File: src/can_cfg.svh
// constants for the can bit-rate and mailbox mode block
`ifndef CAN_CFG_SVH
`define CAN_CFG_SVH

`define CFG_PRESC_W 10
`define CFG_PRESC_RESET 10'h000
`define CFG_TQ_W 5
`define CFG_TQ_MIN 5'h08
`define CFG_TQ_MAX 5'h19
`define CFG_TQ_RESET 5'h08
`define CFG_MB_NUM 64
`define CFG_MB_IDX_W 6
`define CFG_ID_W 29
`define CFG_BUF_DEPTH 2
`define CFG_CTL_TX_POS 2
`define CFG_CTL_RX_POS 1
`define CFG_CTL_ONE_POS 0
`define CFG_CTL_RESET 3'h0

`endif

File: src/can_pkg.sv
// types shared by the can bit-rate and mailbox mode block
`include "can_cfg.svh"

package can_pkg;

    typedef enum logic [1:0] {
        MODE_RESET,
        MODE_HALT,
        MODE_OPERATE
    } op_mode_e;

    typedef enum logic [2:0] {
        MB_DISABLED,
        MB_ABORT_SINGLE_ATTEMPT_BIT,
        MB_RX,
        MB_RX_SINGLE_ATTEMPT_BIT,
        MB_TX,
        MB_TX_SINGLE_ATTEMPT_BIT,
        MB_FORBIDDEN
    } mb_mode_e;

    // control bits of one mailbox, tx on top
    typedef struct packed {
        logic transmit_request_bit;
        logic receive_request_bit;
        logic single_attempt_bit;
    } mailbox_control_reg_s;

    typedef struct packed {
        logic [`CFG_ID_W-1:0] id;
        logic from_self;
        logic [`CFG_MB_NUM-1:0] hit;
    } rx_frame_s;

    typedef struct packed {
        logic [`CFG_MB_IDX_W-1:0] idx;
        logic [`CFG_ID_W-1:0] id;
        logic fifo;
    } rx_entry_s;

    localparam int ENTRY_W = $bits(rx_entry_s);

endpackage

File: src/msg_buffer.sv
// small valid/ready buffer of flip-flops
`timescale 1ns/1ns

module msg_buffer #(
    parameter int WIDTH = 8,
    parameter int DEPTH = 2
) (
    input wire logic clk,
    input wire logic reset_n,
    input wire logic in_valid,
    input wire logic [WIDTH-1:0] in_data,
    output logic in_ready,
    output logic out_valid,
    output logic [WIDTH-1:0] out_data,
    input wire logic out_ready
);
    localparam int CW = $clog2(DEPTH + 1);

    typedef struct packed {
        logic [DEPTH-1:0][WIDTH-1:0] mem;
        logic [CW-1:0] count;
        logic not_full;
        logic not_empty;
    } buf_state_s;

    buf_state_s state_reg;
    buf_state_s state_next;
    logic push;
    logic pop;
    logic [CW-1:0] slot;

    assign push = in_valid && state_reg.not_full;
    assign pop = out_ready && state_reg.not_empty;

    // head always sits in entry 0, so the outputs come straight from flops
    always_comb begin
        state_next = state_reg;
        slot = state_reg.count;
        if (pop) begin
            for (int i = 0; i < DEPTH - 1; i++) begin
                state_next.mem[i] = state_reg.mem[i + 1];
            end
            slot = CW'(state_reg.count - 1'b1);
        end
        if (push) begin
            state_next.mem[slot] = in_data;
        end
        case ({push, pop})
            2'b10: state_next.count = CW'(state_reg.count + 1'b1);
            2'b01: state_next.count = CW'(state_reg.count - 1'b1);
            default: state_next.count = state_reg.count;
        endcase
        state_next.not_full = (state_next.count != CW'(DEPTH));
        state_next.not_empty = (state_next.count != '0);
    end

    always_ff @(posedge clk or negedge reset_n) begin
        if (!reset_n) begin
            state_reg <= '0;
            state_reg.not_full <= 1'b1;
        end else begin
            state_reg <= state_next;
        end
    end

    assign in_ready = state_reg.not_full;
    assign out_valid = state_reg.not_empty;
    assign out_data = state_reg.mem[0];

endmodule

File: src/can_bitrate_mailbox.sv
// can bit-rate prescaler, operating modes and mailbox mode decoding
//
// Function
// RULE1 - bit rate is clock over prescale times tq
// RULE2 - prescaler divides by setting plus one, 0-1023
// RULE3 - software sets timing only in configuration
// RULE4 - arrangement select: 0 normal, 1 fifo
// RULE5 - all three bits clear: disabled or aborting
// RULE6 - only single-attempt: one-shot abort in progress
// RULE7 - receive bit receives; with single-attempt one-shot
// RULE8 - transmit bit transmits; with single-attempt one-shot
// RULE9 - software clears control before receive setup
// RULE10 - store in lowest matching receive mailbox
// RULE11 - normal mode never receives own frame
// RULE12 - self-test may receive own frame, acknowledges
// RULE13 - software checks control zero before transmit setup
// RULE14 - reset mode clears all settings
// RULE15 - software changes bit rate via reset mode
// RULE16 - halt mode stops, keeps configuration
// RULE17 - software never sets transmit and receive together
// RULE18 - status shows mode change completion
`timescale 1ns/1ns

module can_bitrate_mailbox
    import can_pkg::*;
(
    input wire logic clk,
    input wire logic reset_n,
    input wire logic mode_req_valid,
    input wire op_mode_e mode_req,
    input wire logic [`CFG_PRESC_W-1:0] presc_setting,
    input wire logic [`CFG_TQ_W-1:0] tq_per_bit,
    input wire logic mailbox_arrangement_select,
    input wire logic self_test_req,
    input wire logic mb_wr,
    input wire logic [`CFG_MB_IDX_W-1:0] mb_wr_idx,
    input wire mailbox_control_reg_s mb_wr_ctl,
    input wire logic [`CFG_MB_IDX_W-1:0] mb_rd_idx,
    input wire logic rx_valid,
    input wire rx_frame_s rx_frame,
    output logic rx_ready,
    output logic out_valid,
    output rx_entry_s out_entry,
    input wire logic out_ready,
    output op_mode_e mode_status,
    output logic mode_busy,
    output logic tq_tick,
    output logic bit_tick,
    output logic self_ack,
    output logic rx_missed,
    output logic mb_wr_err,
    output mailbox_control_reg_s mb_rd_ctl,
    output mb_mode_e mb_rd_mode
);

    // ********************************************************
    // state
    // ********************************************************

    typedef struct packed {
        op_mode_e mode;
        op_mode_e pending;
        logic switching;
        logic [`CFG_PRESC_W-1:0] presc;
        logic [`CFG_TQ_W-1:0] tq_num;
        logic [`CFG_PRESC_W-1:0] presc_cnt;
        logic [`CFG_TQ_W-1:0] tq_cnt;
        logic tq_tick;
        logic bit_tick;
        logic arrangement;
        logic self_test;
        logic [`CFG_MB_NUM-1:0][2:0] ctl;
        logic [`CFG_MB_NUM-1:0] rx_hold;
        logic self_ack;
        logic rx_missed;
        logic wr_err;
        mailbox_control_reg_s rd_ctl;
        mb_mode_e rd_mode;
    } top_state_s;

    top_state_s state_reg;
    top_state_s state_next;

    logic accept;
    logic push;
    rx_entry_s push_entry;
    logic buf_in_ready;
    logic buf_out_valid;
    logic [ENTRY_W-1:0] buf_out_data;

    // ********************************************************
    // helpers
    // ********************************************************

    // RULE5 RULE6 mode decoding
    function automatic mb_mode_e decode_mode(input logic [2:0] c);
        case (c)
            3'h0: decode_mode = MB_DISABLED;
            3'h1: decode_mode = MB_ABORT_SINGLE_ATTEMPT_BIT;
            // RULE7 receive encodings
            3'h2: decode_mode = MB_RX;
            3'h3: decode_mode = MB_RX_SINGLE_ATTEMPT_BIT;
            // RULE8 transmit encodings
            3'h4: decode_mode = MB_TX;
            3'h5: decode_mode = MB_TX_SINGLE_ATTEMPT_BIT;
            default: decode_mode = MB_FORBIDDEN;
        endcase
    endfunction

    function automatic logic [`CFG_TQ_W-1:0] clamp_tq(input logic [`CFG_TQ_W-1:0] n);
        if (n < `CFG_TQ_MIN) begin
            clamp_tq = `CFG_TQ_MIN;
        end else if (n > `CFG_TQ_MAX) begin
            clamp_tq = `CFG_TQ_MAX;
        end else begin
            clamp_tq = n;
        end
    endfunction

    // lowest set bit wins
    function automatic logic [`CFG_MB_IDX_W:0] first_set(input logic [`CFG_MB_NUM-1:0] v);
        first_set = '0;
        for (int i = `CFG_MB_NUM - 1; i >= 0; i--) begin
            if (v[i]) begin
                first_set = {1'b1, `CFG_MB_IDX_W'(i)};
            end
        end
    endfunction

    // ********************************************************
    // receive selection
    // ********************************************************

    logic [`CFG_MB_NUM-1:0] eligible;
    logic [`CFG_MB_IDX_W:0] pick;
    logic own_allowed;

    // RULE11 own frames only in self-test
    assign own_allowed = !rx_frame.from_self || state_reg.self_test;
    assign accept = rx_valid && buf_in_ready;

    always_comb begin
        eligible = '0;
        for (int i = 0; i < `CFG_MB_NUM; i++) begin
            // one-shot receive mailbox waits for software after one frame
            eligible[i] = rx_frame.hit[i]
                && (decode_mode(state_reg.ctl[i]) == MB_RX
                || (decode_mode(state_reg.ctl[i]) == MB_RX_SINGLE_ATTEMPT_BIT && !state_reg.rx_hold[i]));
        end
    end

    // RULE10 lowest-numbered match
    assign pick = first_set(eligible);

    always_comb begin
        push = 1'b0;
        push_entry = '0;
        push_entry.id = rx_frame.id;
        if (accept && state_reg.mode == MODE_OPERATE && own_allowed) begin
            // RULE4 fifo arrangement bypasses mailbox search
            if (state_reg.arrangement) begin
                push = 1'b1;
                push_entry.fifo = 1'b1;
            end else if (pick[`CFG_MB_IDX_W]) begin
                push = 1'b1;
                push_entry.idx = pick[`CFG_MB_IDX_W-1:0];
            end
        end
    end

    // ********************************************************
    // next state
    // ********************************************************

    always_comb begin
        state_next = state_reg;
        state_next.tq_tick = 1'b0;
        state_next.bit_tick = 1'b0;
        state_next.self_ack = 1'b0;
        state_next.rx_missed = 1'b0;
        state_next.wr_err = 1'b0;

        // RULE1 RULE2 tq every presc+1 clocks, bit every tq_num tq
        if (state_reg.mode == MODE_OPERATE) begin
            if (state_reg.presc_cnt == state_reg.presc) begin
                state_next.presc_cnt = '0;
                state_next.tq_tick = 1'b1;
                if (state_reg.tq_cnt == `CFG_TQ_W'(state_reg.tq_num - 1'b1)) begin
                    state_next.tq_cnt = '0;
                    state_next.bit_tick = 1'b1;
                end else begin
                    state_next.tq_cnt = `CFG_TQ_W'(state_reg.tq_cnt + 1'b1);
                end
            end else begin
                state_next.presc_cnt = `CFG_PRESC_W'(state_reg.presc_cnt + 1'b1);
            end
        end else begin
            state_next.presc_cnt = '0;
            state_next.tq_cnt = '0;
        end

        // RULE3 RULE15 timing and arrangement only follow inputs in reset mode
        if (state_reg.mode == MODE_RESET) begin
            state_next.presc = presc_setting;
            state_next.tq_num = clamp_tq(tq_per_bit);
            state_next.arrangement = mailbox_arrangement_select;
            state_next.self_test = self_test_req;
        end

        // mailbox control writes; forbidden combinations are refused
        if (mb_wr) begin
            if (mb_wr_ctl.transmit_request_bit && mb_wr_ctl.receive_request_bit) begin
                // RULE17 refuse transmit plus receive
                state_next.wr_err = 1'b1;
            end else begin
                state_next.ctl[mb_wr_idx] = mb_wr_ctl;
                state_next.rx_hold[mb_wr_idx] = 1'b0;
            end
        end

        if (push && !state_reg.arrangement
            && decode_mode(state_reg.ctl[push_entry.idx]) == MB_RX_SINGLE_ATTEMPT_BIT) begin
            state_next.rx_hold[push_entry.idx] = 1'b1;
        end

        // RULE12 acknowledge own frame taken in self-test
        if (push && rx_frame.from_self) begin
            state_next.self_ack = 1'b1;
        end
        if (accept && !push) begin
            state_next.rx_missed = 1'b1;
        end

        // RULE18 switch settles at a bit boundary while operating
        if (mode_req_valid) begin
            state_next.pending = mode_req;
            state_next.switching = 1'b1;
        end else if (state_reg.switching
            && (state_reg.mode != MODE_OPERATE || state_reg.bit_tick)) begin
            state_next.mode = state_reg.pending;
            state_next.switching = 1'b0;
            // RULE14 reset mode clears settings
            if (state_reg.pending == MODE_RESET) begin
                state_next.presc = `CFG_PRESC_RESET;
                state_next.tq_num = `CFG_TQ_RESET;
                state_next.arrangement = 1'b0;
                state_next.self_test = 1'b0;
                state_next.rx_hold = '0;
                for (int i = 0; i < `CFG_MB_NUM; i++) begin
                    state_next.ctl[i] = `CFG_CTL_RESET;
                end
            end
            // RULE16 halt keeps configuration, counters stop above
        end

        state_next.rd_ctl = state_next.ctl[mb_rd_idx];
        state_next.rd_mode = decode_mode(state_next.ctl[mb_rd_idx]);
    end

    always_ff @(posedge clk or negedge reset_n) begin
        if (!reset_n) begin
            state_reg <= '0;
            state_reg.mode <= MODE_RESET;
            state_reg.pending <= MODE_RESET;
            state_reg.presc <= `CFG_PRESC_RESET;
            state_reg.tq_num <= `CFG_TQ_RESET;
            state_reg.rd_mode <= MB_DISABLED;
        end else begin
            state_reg <= state_next;
        end
    end

    // ********************************************************
    // output buffer
    // ********************************************************

    // a stalled reader holds two entries; further frames wait on rx_ready
    msg_buffer #(
        .WIDTH(ENTRY_W),
        .DEPTH(`CFG_BUF_DEPTH)
    ) u_buffer (
        .clk(clk),
        .reset_n(reset_n),
        .in_valid(push),
        .in_data(push_entry),
        .in_ready(buf_in_ready),
        .out_valid(buf_out_valid),
        .out_data(buf_out_data),
        .out_ready(out_ready)
    );

    assign rx_ready = buf_in_ready;
    assign out_valid = buf_out_valid;
    assign out_entry = rx_entry_s'(buf_out_data);
    assign mode_status = state_reg.mode;
    assign mode_busy = state_reg.switching;
    assign tq_tick = state_reg.tq_tick;
    assign bit_tick = state_reg.bit_tick;
    assign self_ack = state_reg.self_ack;
    assign rx_missed = state_reg.rx_missed;
    assign mb_wr_err = state_reg.wr_err;
    assign mb_rd_ctl = state_reg.rd_ctl;
    assign mb_rd_mode = state_reg.rd_mode;

endmodule

File: config.mk
export PLATFORM = sky130hd
export DESIGN_NAME = can_bitrate_mailbox
export DESIGN_NICKNAME = d
export VERILOG_FILES = /design/src/can_pkg.sv /design/src/msg_buffer.sv /design/src/can_bitrate_mailbox.sv
export VERILOG_INCLUDE_DIRS = /design/src
export SDC_FILE = /design/constraint.sdc
export NUM_CORES = 1
export LEC_CHECK = 0
export BUFFER_PORTS_ARGS = -buffer_cell sky130_fd_sc_hd__buf_4
export CAP_MARGIN = 20
export CORE_UTILIZATION = 45
export CTS_BUF_LIST = sky130_fd_sc_hd__clkbuf_8
export DETAILED_ROUTE_END_ITERATION = 12
export PLACE_DENSITY = 0.65
export SLEW_MARGIN = 20
export SYNTH_ARGS = -nofsm -noshare
export SYNTH_HDL_FRONTEND = slang
export SYNTH_HIERARCHICAL = 1
export SYNTH_SLANG_ARGS = --single-unit
File: constraint.sdc
create_clock -name clk -period 7.95 [get_ports clk]
set_clock_uncertainty 0.15 [all_clocks]
set_input_delay 0.795 -clock clk [delete_from_list [all_inputs] [get_ports clk]]
set_output_delay 0.795 -clock clk [all_outputs]
set_load 0.02 [all_outputs]
==> run_results.csv <==
group,metric,value,unit
yosys,synthSimpleGateAreaFrac,0.207,
yosys,synth_top_cell_area_share,0.448,
yosys,synth_seq_cells,380,
yosys,synth_compound_gate_area_share,0.173,
critical_path,critPathLaunch,"state_reg[91]$_DFF_PN0_",
drt,drt_first_pass_iters,6,
sta,tns,0,ns
power_and_ir_drop,p_leak,10.2,nW
yosys,syn_avg_cell_area,9.18,um2
drt,vias,19500,
critical_path,start_kind,"register",
die,die_y,219,um
power_and_ir_drop,power_frac_comb,0.271,
yosys,yosysTopAreaCell,"dfrtp_1",
drt,drt_iter0_drc,2630,
sta,period_minus_slack,6.21,ns
power_and_ir_drop,total_power,0.00580,W
critical_path,crit_chain,"a211oi_1, nor4_1, and4bb_2, nand4bb_4, nand3_1, nor2_2, mux2_2, a2bb2oi_1, a31oi_1, a2111oi_2, a21boi_4, buf_4, o22ai_1",
drt,via_per_inst,6.43,
sta,finalMaxSlewViolations,0,
critical_path,r2r_end,"state_reg[68]$_DFF_PN0_",
critical_path,reg2reg_from,"state_reg[91]$_DFF_PN0_",
power_and_ir_drop,ir_drop,0.180,mV
yosys,synth_cell_types,87,
layout,area_growth,13.1,%
layout,seq_area,0.00951,mm2
clock_tree,cts_sinks,380,
critical_path,critPathKind,"register to register",
yosys,synth_edf_count,0,
power_and_ir_drop,switching_share,0.344,
critical_path,cpPeakStageDelay,0.91,ns
clock_tree,cts_buffer_depth,3,
placement,hpwlAfterDp,52400,um
sta,hold_viol,0,
yosys,yosysWarnings,6,
clock_tree,post_cts_buffers,0,
drt,drt-wirelength-per-cell,25.1,um
layout,final_area,0.0239,mm2
yosys,synth_cells,2297,
clock_tree,cts_tree,"built",
yosys,synth_area_leaders,"dfrtp_1 45%, nand2_1 7.9%, mux4_2 5.9%",
global_route,grtUsageTotal,0.320,
die,core_area,0.0458,mm2
drt,drt_wl_total,76100,um
yosys,async_flop_share,1.00,
sta,slew_headroom,0.184,
die,die_w,219,um
power_and_ir_drop,p_sw,0.00199,W
critical_path,cp_slowest_cell,"nor2_2",
sta,min_period_over_period,0.781,
min_path,hold_path_class,"primary input to asynchronous set/reset pin",
clock_tree,numCtsBuffers,69,
layout,final_nets,2519,
yosys,synthAdderAreaFrac,0.00178,
layout,drive_gt1_frac,0.182,
yosys,yosysSeqAreaShare,0.451,
layout,num-fill-cells,4197,
clock_tree,cts_resized,0,
drt,ant_nets,0,
outcome,outcome,"finished clean",
clock_tree,cts-root-buf,"clkbuf_8",
clock_tree,clk_pin_slew_worst_paths,0.06,ns
critical_path,arrival,6.56,ns
power_and_ir_drop,seqPwrFrac,0.420,
die,io_pins,186,
run,maxCapViolations,0,
global_route,grt_pass1_vias,19000,
die,die_area,0.0478,mm2
sta,setup_viol,0,
yosys,syn-num-nets,2434,
critical_path,worst_ep_required_time,8.30,ns
layout,multiInputGateArea,0.0106,mm2
sta,rsz0062_at_grt,"false",
layout,largest_register_ffs,290,
global_route,grt_max_degree,221,
critical_path,regToRegSetupSlack,1.74,ns
sta,fmax,161,MHz
die,core.rowCount,78,
global_route,grt_overflow_total,0,
yosys,netlist_area,0.0211,mm2
drt,drc,0,
critical_path,critPathCaptureType,"register",
global_route,grt_pass1_wl,115000,um
global_route,antenna_found_initial,0,
layout,diodes,0,
placement,port_buffers,185,
clock_tree,htree_levels,3,
critical_path,reg2regPathDepth,13,
yosys,synth_xor_xnor_area_share,0.0112,
power_and_ir_drop,intPower,0.00380,W
power_and_ir_drop,clockPowerShare,0.309,
yosys,muxShareOfSynthArea,0.106,
clock_tree,hold_buffers,0,
placement,gp_congestion,0.982,
yosys,synth_top_family_by_area,"simple AND/OR/NAND/NOR gates",
sta,tightest_slew,1.22,ns
yosys,synthFlopType,"dfrtp_1",
power_and_ir_drop,powerDensity,243,mW/mm2
critical_path,critical_path.max_fanout,29,
placement,dpl-instance-area,0.0225,mm2
critical_path,endpoint,"state_reg[68]$_DFF_PN0_",
die,initial_core_util,0.461,
clock_tree,clk_latency,0.66,ns
## critical path: cells and delay by family (launching register included)
family / cells / cell delay [ns]
AO/OA/AOI/OAI: 6 / 2.53
AND/OR/NAND/NOR: 5 / 2.03
buffers and inverters: 1 / 0.47
flip-flops: 1 / 0.44
multiplexers: 1 / 0.42
## power by group through the flow
stage / sequential (W) / clock [W] / combinational, W
2_1_floorplan: 0.00240 / 0 / 0.00113
5_1_grt: 0.00247 / 0.00191 / 0.00169
4_1_cts: 0.00243 / 0.00182 / 0.00155
3_5_place_dp: 0.00246 / 0 / 0.00155
6_report: 0.00244 / 0.00179 / 0.00157
3_3_place_gp: 0.00245 / 0 / 0.00152
## cells in the final DEF (no fill, tap or decap), types with 40 or more instances in the layout
| master | synthesis | routed |
|---|---|---|
| nand4b_1 | 43 | 43 |
| nand2_1 | 444 | 443 |
| dfrtp_1 | 378 | 378 |
| mux2_2 | 40 | 40 |
| buf_4 | 45 | 212 |
| mux4_2 | 55 | 55 |
| a21oi_1 | 238 | 238 |
| nand3_1 | 107 | 106 |
| o31ai_1 | 55 | 55 |
| mux2i_1 | 49 | 49 |
| nor2_1 | 134 | 133 |
| o21ai_0 | 189 | 187 |
| clkbuf_8 | 0 | 84 |
## synth_stat cells, types with 8 or more instances
library cell,number
a211oi_1,39
a21oi_1,238
a22oi_1,11
and2_1,9
and3_1,11
and4b_1,28
buf_1,13
buf_2,10
buf_4,45
buf_6,8
clkbuf_1,124
dfrtp_1,378
inv_1,14
mux2_2,40
mux2i_1,49
mux4_2,55
nand2_1,444
nand2b_1,9
nand3_1,107
nand4_1,16
nand4b_1,43
nor2_1,134
nor2b_1,15
nor3_1,19
nor4_1,15
o211ai_1,9
o21ai_0,189
o21ai_1,8
o22ai_1,12
o31ai_1,55
xnor2_1,11
xor2_1,16
## how the worst min path moves through the flow
stage | end | slack (ns) | cells past startpoint
2_1_floorplan | state_reg[42]$_DFF_PN0_ | 0.30 | 2
3_3_place_gp | state_reg[24]$_DFF_PN0_ | 0.31 | 2
3_5_place_dp | state_reg[23]$_DFF_PN0_ | 0.32 | 2
4_1_cts | state_reg[290]$_DFF_PN0_ | 0.02 | 1
5_1_grt | state_reg[301]$_DFFE_PN0P_ | 0.05 | 1
6_report | state_reg[301]$_DFFE_PN0P_ | 0.02 | 1
## area by class of cell
class	count	area share
Clock inverter	34	0.00655
Timing Repair Buffer	217	0.0703
Multi-Input combinational cell	1700	0.443
Clock buffer	84	0.0484
Inverter	14	0.00220
Tap cell	600	0.0315
Sequential cell	380	0.398
## stage by stage
step	hold WS (ns)	setup slack, ns	std cells	util
finish	0.0185	1.74	3029	0.521
global route	0.0456	1.62	3029	0.521
global placement	0.311	1.43	2910	0.492
CTS	0.0238	1.92	3028	0.521
floorplan	0.298	3.48	2297	-
detailed placement	0.318	1.43	2910	0.492
## routing by layer
layer | wire (um) | track usage | part of all wire
met1 | 30400 | 0.425 | 0.40
met2 | 34600 | 0.501 | 0.45
met3 | 7420 | 0.0656 | 0.097
met4 | 3720 | 0.150 | 0.049
met5 | 0 | 0 | 0
## logic make-up after synthesis
group | Yosys count
XOR/XNOR | 27
AO/OA/AOI/OAI | 623
buffers and inverters | 217
AND/OR/NAND/NOR | 899
multiplexers | 148
flip-flops | 380
adder cells (fa/ha/maj) | 3
Note: power is estimated with default switching activity, not from simulation.
